==> src/rtl/vpc_params.svh <==
// Constants for the vertex position clip test block
`ifndef VPC_PARAMS_SVH
`define VPC_PARAMS_SVH
`define VPC_WORD_W 32
`define VPC_SIGN_BIT 31
`define VPC_EXP_MSB 30
`define VPC_EXP_LSB 23
`define VPC_MAN_MSB 22
`define VPC_EXP_ONES 8'hff
`define VPC_EXP_ZERO 8'h00
`define VPC_MAN_ZERO 23'h000000
`define VPC_QNAN 32'h7fc00000
`define VPC_INF_MAG 31'h7f800000
`define VPC_ZERO_MAG 31'h00000000
`define VPC_ONE_MAG 31'h3f800000
`define VPC_HDR_POS_X 4
`define VPC_HDR_POS_Y 5
`define VPC_HDR_POS_Z 6
`define VPC_HDR_RHW 7
`define VPC_FIFO_DEPTH 4
`define VPC_FIFO_AW 2
`endif

==> src/rtl/vpc_pkg.sv <==
// Types and float classifiers shared by both ends
`include "vpc_params.svh"
package vpc_pkg;
    typedef enum logic {
        normalized_space_mode,
        pixel_space_mode
    } vpc_space_t;

    // Header words D4..D7 first, clip-space words held beyond the header
    typedef struct packed {
        logic last;
        logic [`VPC_WORD_W-1:0] clip_w;
        logic [`VPC_WORD_W-1:0] clip_z;
        logic [`VPC_WORD_W-1:0] clip_y;
        logic [`VPC_WORD_W-1:0] clip_x;
        logic [`VPC_WORD_W-1:0] reciprocal_w;
        logic [`VPC_WORD_W-1:0] pos_z;
        logic [`VPC_WORD_W-1:0] pos_y;
        logic [`VPC_WORD_W-1:0] pos_x;
    } vpc_vertex_t;

    function automatic logic vpc_is_nan(input logic [`VPC_WORD_W-1:0] f);
        return (f[`VPC_EXP_MSB:`VPC_EXP_LSB] == `VPC_EXP_ONES) &&
            (f[`VPC_MAN_MSB:0] != `VPC_MAN_ZERO);
    endfunction

    function automatic logic vpc_is_inf(input logic [`VPC_WORD_W-1:0] f);
        return f[`VPC_EXP_MSB:0] == `VPC_INF_MAG;
    endfunction

    // Zero or denormal
    function automatic logic vpc_is_zd(input logic [`VPC_WORD_W-1:0] f);
        return f[`VPC_EXP_MSB:`VPC_EXP_LSB] == `VPC_EXP_ZERO;
    endfunction

    // Component times reciprocal of W, special operands only; hdr for finite cases
    function automatic logic [`VPC_WORD_W-1:0] vpc_ndc_fix(
        input logic [`VPC_WORD_W-1:0] comp,
        input logic [`VPC_WORD_W-1:0] w,
        input logic [`VPC_WORD_W-1:0] hdr);
        logic sgn;
        sgn = comp[`VPC_SIGN_BIT] ^ w[`VPC_SIGN_BIT];
        if (vpc_is_nan(w) || vpc_is_nan(comp)) begin
            return `VPC_QNAN;
        end else if (vpc_is_inf(w) && vpc_is_inf(comp)) begin
            return `VPC_QNAN;
        end else if (vpc_is_zd(w) && vpc_is_zd(comp)) begin
            return `VPC_QNAN;
        end else if (vpc_is_inf(w)) begin
            return {sgn, `VPC_ZERO_MAG};
        end else if (vpc_is_zd(w)) begin
            return {sgn, `VPC_INF_MAG};
        end
        return hdr;
    endfunction

    // Reciprocal of W for special operands; given value otherwise
    function automatic logic [`VPC_WORD_W-1:0] vpc_rhw_fix(
        input logic [`VPC_WORD_W-1:0] w,
        input logic [`VPC_WORD_W-1:0] given);
        if (vpc_is_nan(w)) begin
            return `VPC_QNAN;
        end else if (vpc_is_inf(w)) begin
            return {w[`VPC_SIGN_BIT], `VPC_ZERO_MAG};
        end else if (vpc_is_zd(w)) begin
            return {w[`VPC_SIGN_BIT], `VPC_INF_MAG};
        end
        return given;
    endfunction
endpackage

==> src/rtl/vpc_if.sv <==
// Vertex entry channel between shader threads and the clip stage
`timescale 1ns/10ps
interface vpc_if;
    import vpc_pkg::*;
    logic valid;
    logic ready;
    vpc_vertex_t vtx;
    modport shader (
        output valid,
        output vtx,
        input ready
    );
    modport clip (
        input valid,
        input vtx,
        output ready
    );
endinterface

==> src/rtl/vpc_fifo.sv <==
// Small synchronous FIFO with valid/ready on both sides
`timescale 1ns/10ps
`include "vpc_params.svh"
module vpc_fifo #(
    parameter int WIDTH = 32,
    parameter int DEPTH = `VPC_FIFO_DEPTH,
    parameter int AW = `VPC_FIFO_AW
) (
    input wire logic core_clk,
    input wire logic reset,
    input wire logic in_valid,
    output logic in_ready,
    input wire logic [WIDTH-1:0] in_data,
    output logic out_valid,
    input wire logic out_ready,
    output logic [WIDTH-1:0] out_data
);
    logic [WIDTH-1:0] mem [DEPTH];
    logic [AW-1:0] wr_ptr_r;
    logic [AW-1:0] rd_ptr_r;
    logic [AW:0] count_r;
    wire push = in_valid && in_ready;
    wire pop = out_valid && out_ready;

    assign in_ready = count_r != (AW+1)'(DEPTH);
    assign out_valid = count_r != '0;
    assign out_data = mem[rd_ptr_r];

    always_ff @(posedge core_clk) begin
        if (push) begin
            mem[wr_ptr_r] <= in_data;
        end
    end

    always_ff @(posedge core_clk) begin
        if (reset) begin
            wr_ptr_r <= '0;
            rd_ptr_r <= '0;
            count_r <= '0;
        end else begin
            wr_ptr_r <= push ? AW'(wr_ptr_r + 1'b1) : wr_ptr_r;
            rd_ptr_r <= pop ? AW'(rd_ptr_r + 1'b1) : rd_ptr_r;
            count_r <= (AW+1)'(count_r + push - pop);
        end
    end
endmodule // vpc_fifo

==> src/rtl/vpc_clip_end.sv <==
// Clip stage end: vertex bounds check, bad-vertex marking and object rejection
// Overview of operation
// - Space select bit picks header interpretation
// - Bounds check depends on coordinate space
// - NaN reciprocal_w marks vertex bad
// - Object with bad vertex is trivially rejected
// - Setup stage carries no space select bit
// - NDC components equal clip times reciprocal_w
// - NaN W or component gives NaN
// - Inf*inf or zero*zero cases give NaN
// - Infinite W, finite component gives zero
// - Zero W, nonzero component gives infinity
// - Upstream divides every vertex in normalized mode
// - Clip-space kept beyond header, NDC inside
// - Outside vertices use stored clip coordinates in normalized mode, unless this or an earlier vertex of the object is bad
// - Header position words, or clip words on fallback, reach downstream
// - Pixel mode: pixel XY, mapped Z, rhw
// - D4..D6 hold position X, Y, Z
// - D7 holds reciprocal_w
`timescale 1ns/10ps
`include "vpc_params.svh"
module vpc_clip_end
    import vpc_pkg::*;
(
    input wire logic core_clk,
    input wire logic reset,
    input wire vpc_pkg::vpc_space_t vertex_coord_space_sel,
    input wire logic [`VPC_WORD_W-1:0] vp_max_x,
    input wire logic [`VPC_WORD_W-1:0] vp_max_y,
    vpc_if.clip vif,
    output logic out_valid,
    input wire logic out_ready,
    output logic [`VPC_WORD_W-1:0] out_pos_x,
    output logic [`VPC_WORD_W-1:0] out_pos_y,
    output logic [`VPC_WORD_W-1:0] out_pos_z,
    output logic [`VPC_WORD_W-1:0] out_rhw,
    output logic out_bad,
    output logic out_outside,
    output logic out_use_clip,
    output logic out_last,
    output logic out_reject
);
    typedef enum logic {S_EMPTY, S_FULL} vpc_cl_state_t;
    vpc_cl_state_t state_r;
    vpc_vertex_t fifo_vtx;
    logic fifo_valid;
    logic fifo_ready;

    // Buffering decouples shader bursts from downstream stalls
    vpc_fifo #(
        .WIDTH($bits(vpc_vertex_t)),
        .DEPTH(`VPC_FIFO_DEPTH),
        .AW(`VPC_FIFO_AW)
    ) u_vpc_fifo (
        .core_clk(core_clk),
        .reset(reset),
        .in_valid(vif.valid),
        .in_ready(vif.ready),
        .in_data(vif.vtx),
        .out_valid(fifo_valid),
        .out_ready(fifo_ready),
        .out_data(fifo_vtx)
    );

    // Header interpretation chosen by the state bit
    // Sampled per vertex; a change of space in mid-object is not guarded
    wire ndc = vertex_coord_space_sel == normalized_space_mode;
    wire take = fifo_valid && fifo_ready;

    // Output stage is a one-deep register; accept when it empties this cycle
    // Combinational ready keeps full rate without a skid buffer
    assign fifo_ready = (state_r == S_EMPTY) || out_ready;
    assign out_valid = state_r == S_FULL;

    // Special operands resolved from the clip-space words in normalized mode
    wire [`VPC_WORD_W-1:0] ndc_x;
    wire [`VPC_WORD_W-1:0] ndc_y;
    wire [`VPC_WORD_W-1:0] ndc_z;
    assign ndc_x = vpc_ndc_fix(fifo_vtx.clip_x, fifo_vtx.clip_w, fifo_vtx.pos_x);
    assign ndc_y = vpc_ndc_fix(fifo_vtx.clip_y, fifo_vtx.clip_w, fifo_vtx.pos_y);
    assign ndc_z = vpc_ndc_fix(fifo_vtx.clip_z, fifo_vtx.clip_w, fifo_vtx.pos_z);

    wire [`VPC_WORD_W-1:0] hx;
    wire [`VPC_WORD_W-1:0] hy;
    wire [`VPC_WORD_W-1:0] hz;
    assign hx = ndc ? ndc_x : fifo_vtx.pos_x;
    assign hy = ndc ? ndc_y : fifo_vtx.pos_y;
    assign hz = ndc ? ndc_z : fifo_vtx.pos_z;

    // NaN on the reciprocal_w word
    // Checked in both spaces, since reciprocal_w means the same in each
    wire bad = vpc_is_nan(fifo_vtx.reciprocal_w);

    // Unit cube test is a magnitude compare on the raw float bits
    function automatic logic in_unit(input logic [`VPC_WORD_W-1:0] f);
        return f[`VPC_EXP_MSB:0] <= `VPC_ONE_MAG;
    endfunction

    // Pixel test: non-negative and not past the viewport extent
    function automatic logic in_pix(
        input logic [`VPC_WORD_W-1:0] f,
        input logic [`VPC_WORD_W-1:0] lim);
        return (!f[`VPC_SIGN_BIT] || f[`VPC_EXP_MSB:0] == `VPC_ZERO_MAG) &&
            !vpc_is_nan(f) && (f[`VPC_EXP_MSB:0] <= lim[`VPC_EXP_MSB:0]);
    endfunction

    // Per-axis results kept apart; Z has no pixel bound, it is already depth
    wire unit_x = in_unit(hx);
    wire unit_y = in_unit(hy);
    wire unit_z = in_unit(hz);
    wire pix_x = in_pix(hx, vp_max_x);
    wire pix_y = in_pix(hy, vp_max_y);
    wire inside_ndc = unit_x && unit_y && unit_z;
    wire inside_pix = pix_x && pix_y;
    wire outside = ndc ? !inside_ndc : !inside_pix;

    // Object holds a bad vertex if any earlier one or this one is bad
    logic obj_bad_r;
    logic obj_bad_nxt;
    wire reject = obj_bad_r || bad;

    // Unusable division results on outside vertices give way to clip coordinates
    wire use_clip = ndc && outside && !reject;

    assign obj_bad_nxt = take ? (fifo_vtx.last ? 1'b0 : reject) : obj_bad_r;

    always_ff @(posedge core_clk) begin
        if (reset) begin
            obj_bad_r <= 1'b0;
        end else begin
            obj_bad_r <= obj_bad_nxt;
        end
    end

    // Stays full while drained and refilled in the same cycle
    vpc_cl_state_t state_nxt;
    always_comb begin
        state_nxt = state_r;
        case (state_r)
            S_EMPTY: begin
                if (take) begin
                    state_nxt = S_FULL;
                end
            end
            S_FULL: begin
                if (out_ready && !take) begin
                    state_nxt = S_EMPTY;
                end
            end
            default: state_nxt = S_EMPTY;
        endcase
    end

    always_ff @(posedge core_clk) begin
        if (reset) begin
            state_r <= S_EMPTY;
        end else begin
            state_r <= state_nxt;
        end
    end

    // Next values of the output stage; clip words stand in on fallback
    logic [`VPC_WORD_W-1:0] pos_x_nxt;
    logic [`VPC_WORD_W-1:0] pos_y_nxt;
    logic [`VPC_WORD_W-1:0] pos_z_nxt;
    logic [`VPC_WORD_W-1:0] rhw_nxt;
    logic reject_nxt;
    assign pos_x_nxt = use_clip ? fifo_vtx.clip_x : hx;
    assign pos_y_nxt = use_clip ? fifo_vtx.clip_y : hy;
    assign pos_z_nxt = use_clip ? fifo_vtx.clip_z : hz;
    assign rhw_nxt = use_clip ? fifo_vtx.clip_w : fifo_vtx.reciprocal_w;
    // Rejection is decided once the whole object has been seen
    assign reject_nxt = fifo_vtx.last && reject;

    // Header words, or clip words on fallback, leave; no space bit follows them downstream
    always_ff @(posedge core_clk) begin
        if (reset) begin
            out_pos_x <= '0;
            out_pos_y <= '0;
            out_pos_z <= '0;
            out_rhw <= '0;
        end else if (take) begin
            out_pos_x <= pos_x_nxt;
            out_pos_y <= pos_y_nxt;
            out_pos_z <= pos_z_nxt;
            out_rhw <= rhw_nxt;
        end
    end

    always_ff @(posedge core_clk) begin
        if (reset) begin
            out_bad <= 1'b0;
            out_outside <= 1'b0;
            out_use_clip <= 1'b0;
            out_last <= 1'b0;
            out_reject <= 1'b0;
        end else if (take) begin
            out_bad <= bad;
            out_outside <= outside;
            out_use_clip <= use_clip;
            out_last <= fifo_vtx.last;
            out_reject <= reject_nxt;
        end
    end

    // Setup stage takes positions as given; its viewport mapping is software's
    // choice, and this stage sends it nothing that selects a space
endmodule // vpc_clip_end

==> src/flat_wrapper.sv <==
// flat-port wrapper written by rule: the top's interface ports become plain ports
module vpc_clip_end_flat import vpc_pkg::*;
  (core_clk, reset, vertex_coord_space_sel, vp_max_x, vp_max_y, out_valid, out_ready, out_pos_x, out_pos_y, out_pos_z, out_rhw, out_bad, out_outside, out_use_clip, out_last, out_reject, vif_valid, vif_vtx, vif_ready);
  vpc_if vif_i ();
  input wire logic core_clk;
  input wire logic reset;
  input wire vpc_pkg::vpc_space_t vertex_coord_space_sel;
  input wire logic [`VPC_WORD_W-1:0] vp_max_x;
  input wire logic [`VPC_WORD_W-1:0] vp_max_y;
  output logic out_valid;
  input wire logic out_ready;
  output logic [`VPC_WORD_W-1:0] out_pos_x;
  output logic [`VPC_WORD_W-1:0] out_pos_y;
  output logic [`VPC_WORD_W-1:0] out_pos_z;
  output logic [`VPC_WORD_W-1:0] out_rhw;
  output logic out_bad;
  output logic out_outside;
  output logic out_use_clip;
  output logic out_last;
  output logic out_reject;
  input wire logic [$bits(vif_i.valid)-1:0] vif_valid;
  input wire logic [$bits(vif_i.vtx)-1:0] vif_vtx;
  output wire logic [$bits(vif_i.ready)-1:0] vif_ready;
  assign vif_i.valid = vif_valid;
  assign vif_i.vtx = vif_vtx;
  assign vif_ready = vif_i.ready;
  vpc_clip_end u_core (.core_clk(core_clk), .reset(reset), .vertex_coord_space_sel(vertex_coord_space_sel), .vp_max_x(vp_max_x), .vp_max_y(vp_max_y), .vif(vif_i), .out_valid(out_valid), .out_ready(out_ready), .out_pos_x(out_pos_x), .out_pos_y(out_pos_y), .out_pos_z(out_pos_z), .out_rhw(out_rhw), .out_bad(out_bad), .out_outside(out_outside), .out_use_clip(out_use_clip), .out_last(out_last), .out_reject(out_reject));
endmodule
==> config.mk <==
export PLATFORM = sky130hd
export DESIGN_NAME = vpc_clip_end_flat
export DESIGN_NICKNAME = d
export VERILOG_FILES = /design/src/rtl/vpc_pkg.sv /design/src/rtl/vpc_if.sv /design/src/rtl/vpc_fifo.sv /design/src/rtl/vpc_clip_end.sv /design/src/flat_wrapper.sv
export VERILOG_INCLUDE_DIRS = /design/src /design/src/rtl
export SDC_FILE = /design/constraint.sdc
export NUM_CORES = 1
export LEC_CHECK = 0
export BUFFER_PORTS_ARGS = -buffer_cell sky130_fd_sc_hd__buf_2
export CORE_ASPECT_RATIO = 0.5
export CORE_UTILIZATION = 45
export CTS_CLUSTER_DIAMETER = 30
export CTS_CLUSTER_SIZE = 10
export DETAILED_ROUTE_END_ITERATION = 10
export HOLD_SLACK_MARGIN = 0.1
export PLACE_DENSITY_LB_ADDON = 0.2
export RECOVER_POWER = 25
export SLEW_MARGIN = 25
export SYNTH_ARGS = -nofsm -noshare
export SYNTH_HDL_FRONTEND = slang
export SYNTH_SLANG_ARGS = --single-unit
==> constraint.sdc <==
create_clock -name core_clk -period 8.21 [get_ports core_clk]
set_input_delay 1.642 -clock core_clk [delete_from_list [all_inputs] [get_ports core_clk]]
set_output_delay 1.642 -clock core_clk [all_outputs]
set_load 0.01 [all_outputs]
Yosys cells after proc, flatten, opt, wreduce, memory -nomap -nowiden
Memories as Yosys holds them, arrays and structs flattened. A register that Yosys moved wholly into a read port is not among the register bits.
Index checks and enable logic that the tools add are counted.

cells by class
  add/sub/neg operators = 4
  order comparisons = 5
  equality and inequality tests = 12
  mux-type cells = 45
  bitwise gates (word level) = 5
  reduce and logical (&&, ||, !) cells = 55

operators with widths
  operator                count
  $mux W32                25
  $reduce_bool A23 Y1     7
  $eq A31 B31 Y1 const B  4
  $le A31 B30 Y1 const B  3
  $le A31 B31 Y1          2
  $logic_not A31 Y1       2
  $eq A8 B8 Y1 const B    7
  $logic_not A8 Y1        4
  $logic_and A1 B1 Y1     26
  $mux W1                 17
  $logic_not A1 Y1        8
  $logic_or A1 B1 Y1      7
  $add A2 B1 Y2 const B   2
  $mux W2                 2
  $add A3 B1 Y3           1
  $ne A3 B3 Y1 const B    1
  $reduce_bool A3 Y1      1
  $sub A3 B1 Y3           1
  $xor A1 B1 Y1           3
  $not A1 Y1              2
  $pmux W1 S2             1

storage, ports and cells
  bits in registers = 142
  bits in writable memories = 1028
  input bits = 326
  output and inout bits = 135
  memories = 1

memories
  name                   depth  bits a word  read ports  clocked after memory_dff  write ports  RTL line        text
  u_core.u_vpc_fifo.mem  4      257          1           1                         1            vpc_fifo.sv:18  logic [WIDTH-1:0] mem [DEPTH];

Depth between registers and ports, before layout
Gate-level depths: netlist of the first run.

  depth in word-level cells = 19
  mapped depth = 24
  mapped depth without buffers = 18

Modules after synthesis
A second synthesis of the first run with hierarchy kept.

second synthesis, totals
  cells, all modules = 2576
  area, all modules = 46741.1 um^2

modules (own cells, without submodules)
  module        instances  cells each  area each (um^2)  sequential area each (um^2)
  vpc_fifo      1          1392        37775.0           31049.8
  vpc_clip_end  1          1184        8966.1            2702.6

Worst setup path before layout of the first run
Ideal clock, no wire load.

  kind = input -> register
  from = input port vif_valid
  to = memory u_core.u_vpc_fifo.mem[0][0] (netlist bit), enable pin
  setup time = 0.652 ns
  arrival time = 7.546 ns
  setup slack = 0.012 ns
  cell stages on the path = 1
  path buffers = 0
  path through = and3_1

between the ends
  word-level cells in the longest chain between the ends = 3

RTL lines
  what                           RTL line            text
  start: declaration             flat_wrapper.sv:21  input wire logic [$bits(vif_i.valid)-1:0] vif_valid;
  $logic_and A1 B1 Y1            vpc_fifo.sv:22      wire push = in_valid && in_ready;
  $mux W1                        vpc_fifo.sv:30      if (push) begin
  $mux W1 (not written as such)  vpc_fifo.sv:31      mem[wr_ptr_r] <= in_data;
  end: declaration               vpc_fifo.sv:18

Every way passes these cells.

==> reports/metrics.cfg, run 1 <==
[routing]
dr.pass1.iters=6
viasPerCell=5.59
post_drt_wl_per_cell_um=26.0
wl_mm=119
drt_iter0_markers=2207
drtAntennaViolNets=0
num_vias=25700
drc=0

[finish]
layout-drive-gt1-share_pct=26.3
nNetsFinal=3474
area_delta_synth_final_pct=18.5
mostFrequentLayoutCells=1028 x edfxtp_1, 282 x buf_2, 257 x mux4_2, 243 x clkbuf_1, 164 x clkbuf_16
layout_commonest_cell=edfxtp_1
finalNonFillerCells=4593

[floorplanning]
core.rowCount=83
dieWidth_um=457
dieHeight_um=230
ios=461
die_area_mm2=0.105
core_mm2=0.103
start_util_pct=45.4

[setup_path]
critPathCaptureType=flop
critPathKind=flop to flop
cp_max_fo=31
crit_arrival_ns=7.39
startpoint_type=flop
crit-reg2reg-capture=u_core.out_outside
worstRegToRegCells=16
required_ns=8.86
rrSetupSlack_ns=1.47

[cts]
htreeDepth=4
cts_setup_buffers=0
cts_tree=done
cts_buffer_depth=3
clkTransAtPathRegs_ns=0.05
worstSkewPairLatency_ns=0.77
cts_buffers=156
clockRootBuffer=clkbuf_16
cts.sinks=1172
postCtsResizedCells=0
holdBufCountCts=0

[power_and_ir_drop]
p_leak_nw=18.9
power_density_mw_per_mm2=353
max-vdd-ir-drop_mv=0.202

[synth]
ys_types=58
synthTopCellsByArea=edfxtp_1 66%, mux4_2 12%, dfxtp_1 6.2%
yosys_warnings=0
syn_nets=2950
synth_edf_count=1028
ys.flop_type=edfxtp_1
yosysTopAreaCell=edfxtp_1
yosysSeqAreaShare_pct=72.4
netlist_area_mm2=0.0466
synth_area_per_cell_um2=18.2
async_flop_share_pct=0
synthCells=2555
ys_ff_latch=1172
yosysTopAreaCellShare_pct=66.2

[worst_hold_path]
hold_start=u_core.out_pos_y[23]
holdPathEnd=u_core.out_pos_y[23]
min_path_type=flop to flop
whs_path_depth=2

[sta]
tns_ns=0
slew_headroom_pct=30.3
tightest_slew_ns=1.05
slew_viol_final=0
rsz0062_at_grt=no
skew_ns=0.0317
fmax_mhz=148
fin_crit_ns=6.74
min_period_over_period_pct=82.1
setup_viol=0
hold_viol_final=0

[placement]
place_inst=4280
portBuffers=458
hpwl_mm=76.5
gp_congestion=0.866

[global_routing]
grt_pass1_vias=25900
grt_start_max_net_pins=157
antenna_found_initial=46
grt_pass1_wl_mm=174
grt_usage_pct=22.7
grt_overflow=0

[run]
cap_violations=0

[status]
outcome=finished clean

how the worst max path moves through the flow:
stage | start | endpoint | slack, ns | depth (start not counted)
3_3_place_gp | flop | u_core.out_outside | 1.65 | 19
2_1_floorplan | vif_valid | u_core.u_vpc_fifo.mem[0][0] | 0.01 | 1
6_report | flop | u_core.out_outside | 1.47 | 16
4_1_cts | flop | u_core.out_outside | 1.46 | 19
3_5_place_dp | flop | u_core.out_outside | 1.55 | 19
5_1_grt | flop | u_core.out_outside | 1.13 | 19
synth_stat cells, drive strengths merged, types with 3 or more instances:
cell type     n
or2           6
nor2         97
o21a          8
mux2i        35
and2         44
nand2b        6
nand4        33
dfxtp       144
nor3         25
inv          72
a21o         32
a2111oi       4
or3           3
mux4        257
and3         58
a311oi       23
and4          3
nand3        10
ha           68
a211oi       41
or4           8
a21oi        92
nand2       130
mux2         16
buf          78
o21ai        76
xnor2         6
nor2b         5
nand3b       22
nor4         49
edfxtp     1028
o22ai         4
clkbuf       56
registers in the layout, indices dropped and copies added (netlist names), named ones only:
register                    count
u_core.u_vpc_fifo.rd_ptr_r      2
u_core.out_reject               1
u_core.u_vpc_fifo.mem        1028
u_core.out_rhw                 32
u_core.out_pos_y               32
u_core.obj_bad_r                1
u_core.out_pos_z               32
u_core.out_pos_x               32
u_core.out_valid                1
u_core.out_last                 1
u_core.u_vpc_fifo.count_r       3
u_core.out_bad                  1
u_core.u_vpc_fifo.wr_ptr_r      2
u_core.out_outside              1
u_core.out_use_clip             1
worst max-delay path: stages, from the launching register on:
cell,delay [ns]
dfxtp_4,0.77
buf_4,0.57
mux4_2,0.61
nor4_1,0.44
nand4_1,0.63
or3b_1,0.58
a311oi_1,0.37
nor2_1,0.26
ha_1,0.35
nand4_1,0.13
or3_1,0.16
a21oi_1,0.05
a2111oi_0,0.60
a21oi_1,0.32
o21ai_0,0.38
nand4_1,0.16
and3_1,0.18
logic make-up (layout without fill, tap and decap cells):
| group | count (synthesis) | in the layout | share of synthesized area (%) |
|---|---|---|---|
| mux | 308 | 308 | 13.6 |
| buf+inv | 206 | 861 | 2.11 |
| flops | 1172 | 1172 | 72.4 |
| compound gates | 292 | 292 | 4.31 |
| xor+xnor | 8 | 8 | 0.150 |
| fa+ha+maj | 69 | 69 | 1.87 |
| simple gates | 500 | 500 | 5.61 |
| other cells | 0 | 23 | 0 |
report_power, final:
group / switching [mW] / internal [mW]
clock: 2.50 / 4.00
sequential: 0.384 / 7.43
combinational: 3.07 / 2.11
stage by stage:
stage	power, mW	setup slack [ns]	instance area [um^2]	hold slack (ns)	utilization [%]
floorplan	11.4	0.0125	46600	0.438	-
global placement	13.1	1.65	50400	0.442	49.1
detailed placement	13.2	1.55	50400	0.446	49.1
CTS	19.7	1.46	55300	0.453	53.9
global route	20.4	1.13	55200	0.478	53.8
finish	19.5	1.47	55200	0.453	53.8
layer usage:
layer	vias to the layer above	share of wire, %	track usage, %
li1	11400	-	-
met1	13300	41	29.5
met4	14	2.7	8.61
met2	742	51	38.0
met5	-	0.072	0
met3	206	5.2	4.20
final cells by class:
cell class,instances,area [um^2]
fill,8316,47400
sequential,1172,33800
multi-input combinational,1177,11900
clock buffer,240,4470
timing repair buffer,500,2530
tap,1360,1700
clock inverter,49,510
inverter,72,275
antenna,23,57.6
(Power assumes the default switching activity.)
==> run 2: changes to the inputs <==
==> constraint.sdc (replaced) <==
create_clock -name core_clk -period 6.3 [get_ports core_clk]
set_input_delay 1.26 -clock core_clk [delete_from_list [all_inputs] [get_ports core_clk]]
set_output_delay 1.26 -clock core_clk [all_outputs]
set_load 0.01 [all_outputs]
==> run 2 against run 1 <==
Sequential power grew 29%. Die area is the same. Sequential cell count is the same. Utilization grew 0.30 points. Design area grew 0.55%. Sequential share of layout area shrank 0.33 points. Largest power group unchanged. Routed wire length shrank 1.2%.
==> reports/metrics.cfg, run 2 (synthesis gave the netlist of run 1 again) <==
[routing]
drtAntennaViolNets=0  ; unchanged
post_drt_wl_per_cell_um=25.6  ; -1.2%
drc=0  ; unchanged
num_vias=25800  ; +0.37%
drt_iter0_markers=2198  ; -0.41%
wl_mm=118  ; -1.2%
dr.pass1.iters=5  ; -1
viasPerCell=5.61  ; +0.34%

[setup_path]
crit_chain=buf_12 > mux4_2 > or4_1 > nor2_1 > a211oi_1 > nor2_2 > and2_1 > ha_1 > a21o_1 > a21o_1 > a21oi_1 > nor2_1 > a211oi_1 > nor2_1 > a2111oi_0 > a21oi_1 > o21ai_0 > buf_4 > nand4_1 > and3_1
critPathKind=flop to flop
crit_top_cell=nor2_1
critPathCaptureType=flop
crit_arrival_ns=6.33  ; -1.06 ns
startpoint_type=flop
cpMaxStageDelayCell=mux4_2
cp_max_fo=40  ; +29%
required_ns=6.95  ; -1.91 ns
crit_path_max_incr_delay_ns=0.59  ; -0.18 ns

[placement]
place_inst=4287  ; +0.16%
portBuffers=458  ; unchanged
gp_congestion=0.856  ; -1.1%
hpwl_mm=76.8  ; +0.43%

[cts]
cts_tree=done
clkTransAtPathRegs_ns=0.05  ; about the same
worstSkewPairLatency_ns=0.77  ; about the same
cts_buffer_depth=3  ; unchanged
cts.sinks=1172  ; unchanged
cts_setup_buffers=0  ; unchanged
clockRootBuffer=clkbuf_16
htreeDepth=4  ; unchanged
holdBufCountCts=0  ; unchanged
cts_buffers=160  ; +2.6%
postCtsResizedCells=0  ; unchanged

[status]
outcome=finished clean

[global_routing]
grt_usage_pct=22.4  ; -0.32 points
grt_pass1_wl_mm=171  ; -1.5%
grt_overflow=0  ; unchanged
grt_pass1_vias=25900  ; -0.015%
antenna_found_initial=41  ; -11%
grt_start_max_net_pins=123  ; -22%

[power_and_ir_drop]
max-vdd-ir-drop_mv=0.322  ; +59%
p_leak_nw=19.0  ; +0.91%
netSwitchingFraction_pct=30.4  ; -0.12 points
internal_power_mw=17.8  ; +32%
p_switching_mw=7.80  ; +31%
seq_power_share_pct=39.4  ; -0.7 points
pwr-share-clk_pct=34.0  ; +0.6 points
share_comb_of_total_power_pct=26.6  ; about the same
power_density_mw_per_mm2=462  ; +31%

[sta]
tightest_slew_ns=1.04  ; -0.00336 ns
tns_ns=0  ; unchanged
fin_crit_ns=5.68  ; -1.06 ns
skew_ns=0.0330  ; +0.00125 ns
fmax_mhz=176  ; +19%
min_period_over_period_pct=90.1  ; +8.0 points
slew_viol_final=0  ; unchanged
rsz0062_at_grt=no
slew_headroom_pct=30.5  ; +0.22 points
hold_viol_final=0  ; unchanged
setup_viol=0  ; unchanged

[floorplanning]
core_mm2=0.103  ; unchanged
ios=461  ; unchanged
die_area_mm2=0.105  ; unchanged
start_util_pct=45.4  ; unchanged
dieHeight_um=230  ; unchanged
core.rowCount=83  ; unchanged
dieWidth_um=457  ; unchanged

[finish]
nNetsFinal=3484  ; +0.29%
top_register=u_core.u_vpc_fifo.mem
largest_reg_flops=1028  ; unchanged
layout-drive-gt1-share_pct=27.2  ; +0.88 points
utilization_pct=54.1  ; +0.30 points
mostFrequentLayoutCells=1028 x edfxtp_1, 288 x buf_2, 257 x mux4_2, 222 x clkbuf_1, 166 x clkbuf_16
layout_commonest_cell=edfxtp_1
area_delta_synth_final_pct=19.1
finalNonFillerCells=4594  ; +0.022%

[run]
cap_violations=0  ; unchanged

[worst_hold_path]
min_path_type=flop to flop
hold_start=u_core.out_pos_z[31]

-- run 2: metrics by stage --
stage          cell area (um^2)  worst slack, ns  total power [mW]  hold slack (ns)
2_1_floorplan             46600             1.41              14.8            0.438
3_3_place_gp              50500            0.532              17.1            0.442
3_5_place_dp              50500            0.589              17.2            0.445
4_1_cts                   55700            0.564              25.9            0.452
5_1_grt                   55500            0.380              26.8            0.464
6_report                  55500            0.623              25.6            0.450
-- run 2: area by class of cell --
cell class                 count  area (um^2)
sequential                  1172        33800
clock inverter                55          633
multi-input combinational   1177        11900
tap                         1360         1700
timing repair buffer         506         2620
clock buffer                 235         4570
fill                        8221        47100
antenna                       17         42.5
inverter                      72          275
-- run 2: path summary, 6_finish.rpt --
path	endpoint	slack [ns]	cells after the start
worst max-delay path	u_core.out_outside	0.62	20
worst min-delay path	u_core.out_pos_z[31]	0.45	2
worst max register to register	u_core.out_outside	0.62	20
worst min register to register	u_core.out_pos_z[31]	0.45	2
-- run 2: worst max-delay path: cells and delay by family, from the launching register on --
family,cells,cell delay (ns)
compound gates,8,1.85
fa+ha+maj,1,0.24
buf+inv,2,0.50
flops,1,0.40
mux,1,0.59
simple gates,8,1.95
-- run 2: power groups by stage --
stage	combinational [mW]	clock (mW)	sequential, mW
floorplan	4.40	0	10.4
finish	6.83	8.72	10.1
detailed placement	6.93	0	10.3
CTS	6.95	8.88	10.1
global route	7.38	9.21	10.2
global placement	6.88	0	10.2
-- run 2: per-layer routing --
| metal | share of wire [%] | track usage, % |
|---|---|---|
| met5 | 0.11 | 0 |
| met4 | 2.5 | 7.77 |
| met3 | 5.4 | 4.34 |
| met2 | 51 | 37.3 |
| met1 | 41 | 29.4 |
==> run 3: changes to the inputs <==
--- a/config.mk
+++ b/config.mk
@@ -13,6 +13,7 @@
 export CTS_CLUSTER_SIZE = 10
 export DETAILED_ROUTE_END_ITERATION = 10
 export HOLD_SLACK_MARGIN = 0.1
+export MAX_ROUTING_LAYER = met4
 export PLACE_DENSITY_LB_ADDON = 0.2
 export RECOVER_POWER = 25
 export SLEW_MARGIN = 25
==> run 3 against run 2 <==
Global-route usage is 0.90 points higher. Critical path depth is 1 higher. Sequential share of layout area is 0.30 points lower. Utilization is 0.27 points higher. Clock power is 4.0% higher. Register-to-register slack worse by 0.20 ns. Count of clock-buffer cells in the layout is 8 lower. Critical endpoint unchanged. Largest cell class unchanged. Largest power group unchanged.
==> reports/metrics.cfg, run 3 (synthesis gave the netlist of run 1 again) <==
[setup_path]
crit-reg2reg-capture=u_core.out_outside
crit_chain=buf_4 > buf_4 > mux4_2 > nor4_1 > and4_1 > a211oi_1 > nor2_2 > and2_1 > ha_1 > a21o_1 > a21o_1 > a21oi_1 > nor2_1 > a211oi_1 > nor2_1 > a2111oi_0 > a21oi_1 > o21ai_0 > buf_4 > nand4_1 > and3_1
rrSetupSlack_ns=0.42  ; -0.20 ns
critPathKind=flop to flop
critPathCaptureType=flop
worstRegToRegCells=21  ; +5.0%
cp_max_fo=14  ; -65%
crit_path_max_incr_delay_ns=0.60  ; about the same
crit_arrival_ns=6.53  ; +0.20 ns
cpMaxStageDelayCell=a2111oi_0
path_buf_inv=3  ; +1
crit_top_cell=buf_4
startpoint_type=flop
cp_top_family=compound AO/OA/AOI/OAI gates
required_ns=6.95  ; about the same

[global_routing]
grt_pass1_wl_mm=172  ; +0.89%
antenna_found_initial=41  ; unchanged
grt_pass1_vias=25800  ; -0.29%
grt_start_max_net_pins=131  ; +6.5%
grt_overflow=0  ; unchanged
grt_usage_pct=23.3  ; +0.90 points

[placement]
hpwl_mm=76.9  ; about the same
pre_cts_slack_ns=0.355  ; -0.234 ns
gp_congestion=0.879  ; +2.6%
portBuffers=458  ; unchanged

[sta]
fmax_mhz=170  ; -3.5%
hold_ws_ns=0.454  ; +0.00393 ns
min_period_over_period_pct=93.3  ; +3.2 points
setup_viol=0  ; unchanged
setup_slack_ns=0.420  ; -0.203 ns
tns_ns=0  ; unchanged
hold_viol_final=0  ; unchanged
tightest_slew_ns=0.984  ; -0.0588 ns
fin_crit_ns=5.88  ; +0.203 ns
rsz0062_at_grt=no
skew_ns=0.0299  ; -0.00310 ns
slew_headroom_pct=34.4  ; +3.9 points
slew_viol_final=0  ; unchanged

[run]
cap_violations=0  ; unchanged

[finish]
largest_reg_flops=1028  ; unchanged
area_delta_synth_final_pct=19.7
layout_commonest_cell=edfxtp_1
top_register=u_core.u_vpc_fifo.mem
nNetsFinal=3489  ; +0.14%
mostFrequentLayoutCells=1028 x edfxtp_1, 283 x buf_2, 257 x mux4_2, 220 x clkbuf_1, 166 x clkbuf_16
utilization_pct=54.4  ; +0.27 points
layout-drive-gt1-share_pct=27.3  ; +0.14 points

[floorplanning]
dieHeight_um=230  ; unchanged
core_mm2=0.103  ; unchanged
core.rowCount=83  ; unchanged
ios=461  ; unchanged
die_area_mm2=0.105  ; unchanged
dieWidth_um=457  ; unchanged
start_util_pct=45.4  ; unchanged

[cts]
cts_tree=done
cts.sinks=1172  ; unchanged
postCtsResizedCells=0  ; unchanged
clockRootBuffer=clkbuf_16
cts_setup_buffers=0  ; unchanged
cts_buffers=161  ; +0.63%
cts_buffer_depth=3  ; unchanged
htreeDepth=4  ; unchanged
worstSkewPairLatency_ns=0.76  ; about the same
clkTransAtPathRegs_ns=0.05  ; about the same
holdBufCountCts=0  ; unchanged

[routing]
wl_mm=119  ; +0.95%
dr.pass1.iters=7  ; +2
num_vias=25800  ; +0.11%
post_drt_wl_per_cell_um=25.8  ; +0.47%
drtAntennaViolNets=0  ; unchanged
viasPerCell=5.59  ; -0.37%
drt_iter0_markers=2100  ; -4.5%
drc=0  ; unchanged

[power_and_ir_drop]
finalPower_mw=26.0  ; +1.5%
p_leak_nw=19.2  ; +0.73%
max-vdd-ir-drop_mv=0.246  ; -24%
power_density_mw_per_mm2=466  ; +0.97%

[worst_hold_path]
hold_start=u_core.out_pos_y[23]
holdPathEnd=u_core.out_pos_y[23]
min_path_type=flop to flop
whs_path_depth=2  ; unchanged

[status]
outcome=finished clean

-- run 3: cell count changes in the layout (fill, tap and decap cells not counted), sizes merged --
cell	change
inv	+2
buf	-1
clkinvlp	-5
diode	+16
clkbuf	-3
bufinv	+8
clkinv	+5
-- run 3: worst max path at each step --
stage	slack, ns	cells after the start	from	to
floorplan	1.41	24	flop	u_core.out_outside
global placement	0.39	21	flop	u_core.out_outside
detailed placement	0.36	21	flop	u_core.out_outside
CTS	0.32	21	flop	u_core.out_outside
global route	0.09	21	flop	u_core.out_outside
finish	0.42	21	flop	u_core.out_outside
-- run 3: tightest hold or removal path, cell delays in order (launching register included) --
cell,delay (ns)
dfxtp_1,0.31
nand2_1,0.05
a21oi_1,0.05
-- run 3: layout make-up --
cell class / instances / area (um^2)
Antenna cell: 33 / 82.6
Clock buffer: 227 / 4530
Clock inverter: 65 / 863
Fill cell: 8172 / 46800
Inverter: 72 / 275
Multi-Input combinational cell: 1177 / 11900
Sequential cell: 1172 / 33800
Tap cell: 1360 / 1700
Timing Repair Buffer: 510 / 2670
-- run 3: power by group --
part	switching, mW	leakage [nW]	internal, mW
sequential	0.416	10.6	9.68
clock	3.35	2.63	5.72
combinational	4.08	5.94	2.78
-- run 3: per-stage QoR --
stage,area (um^2),instances
finish,55800,4616
global route,55800,4608
CTS,55900,4583
detailed placement,50500,4291
global placement,50500,4291
floorplan,46600,2555
-- run 3: routing by layer --
metal / GRT usage, % / wire (um)
met1: 29.5 / 48700
met2: 38.1 / 60900
met5: - / 0
met4: 8.08 / 3090
met3: 3.90 / 6250
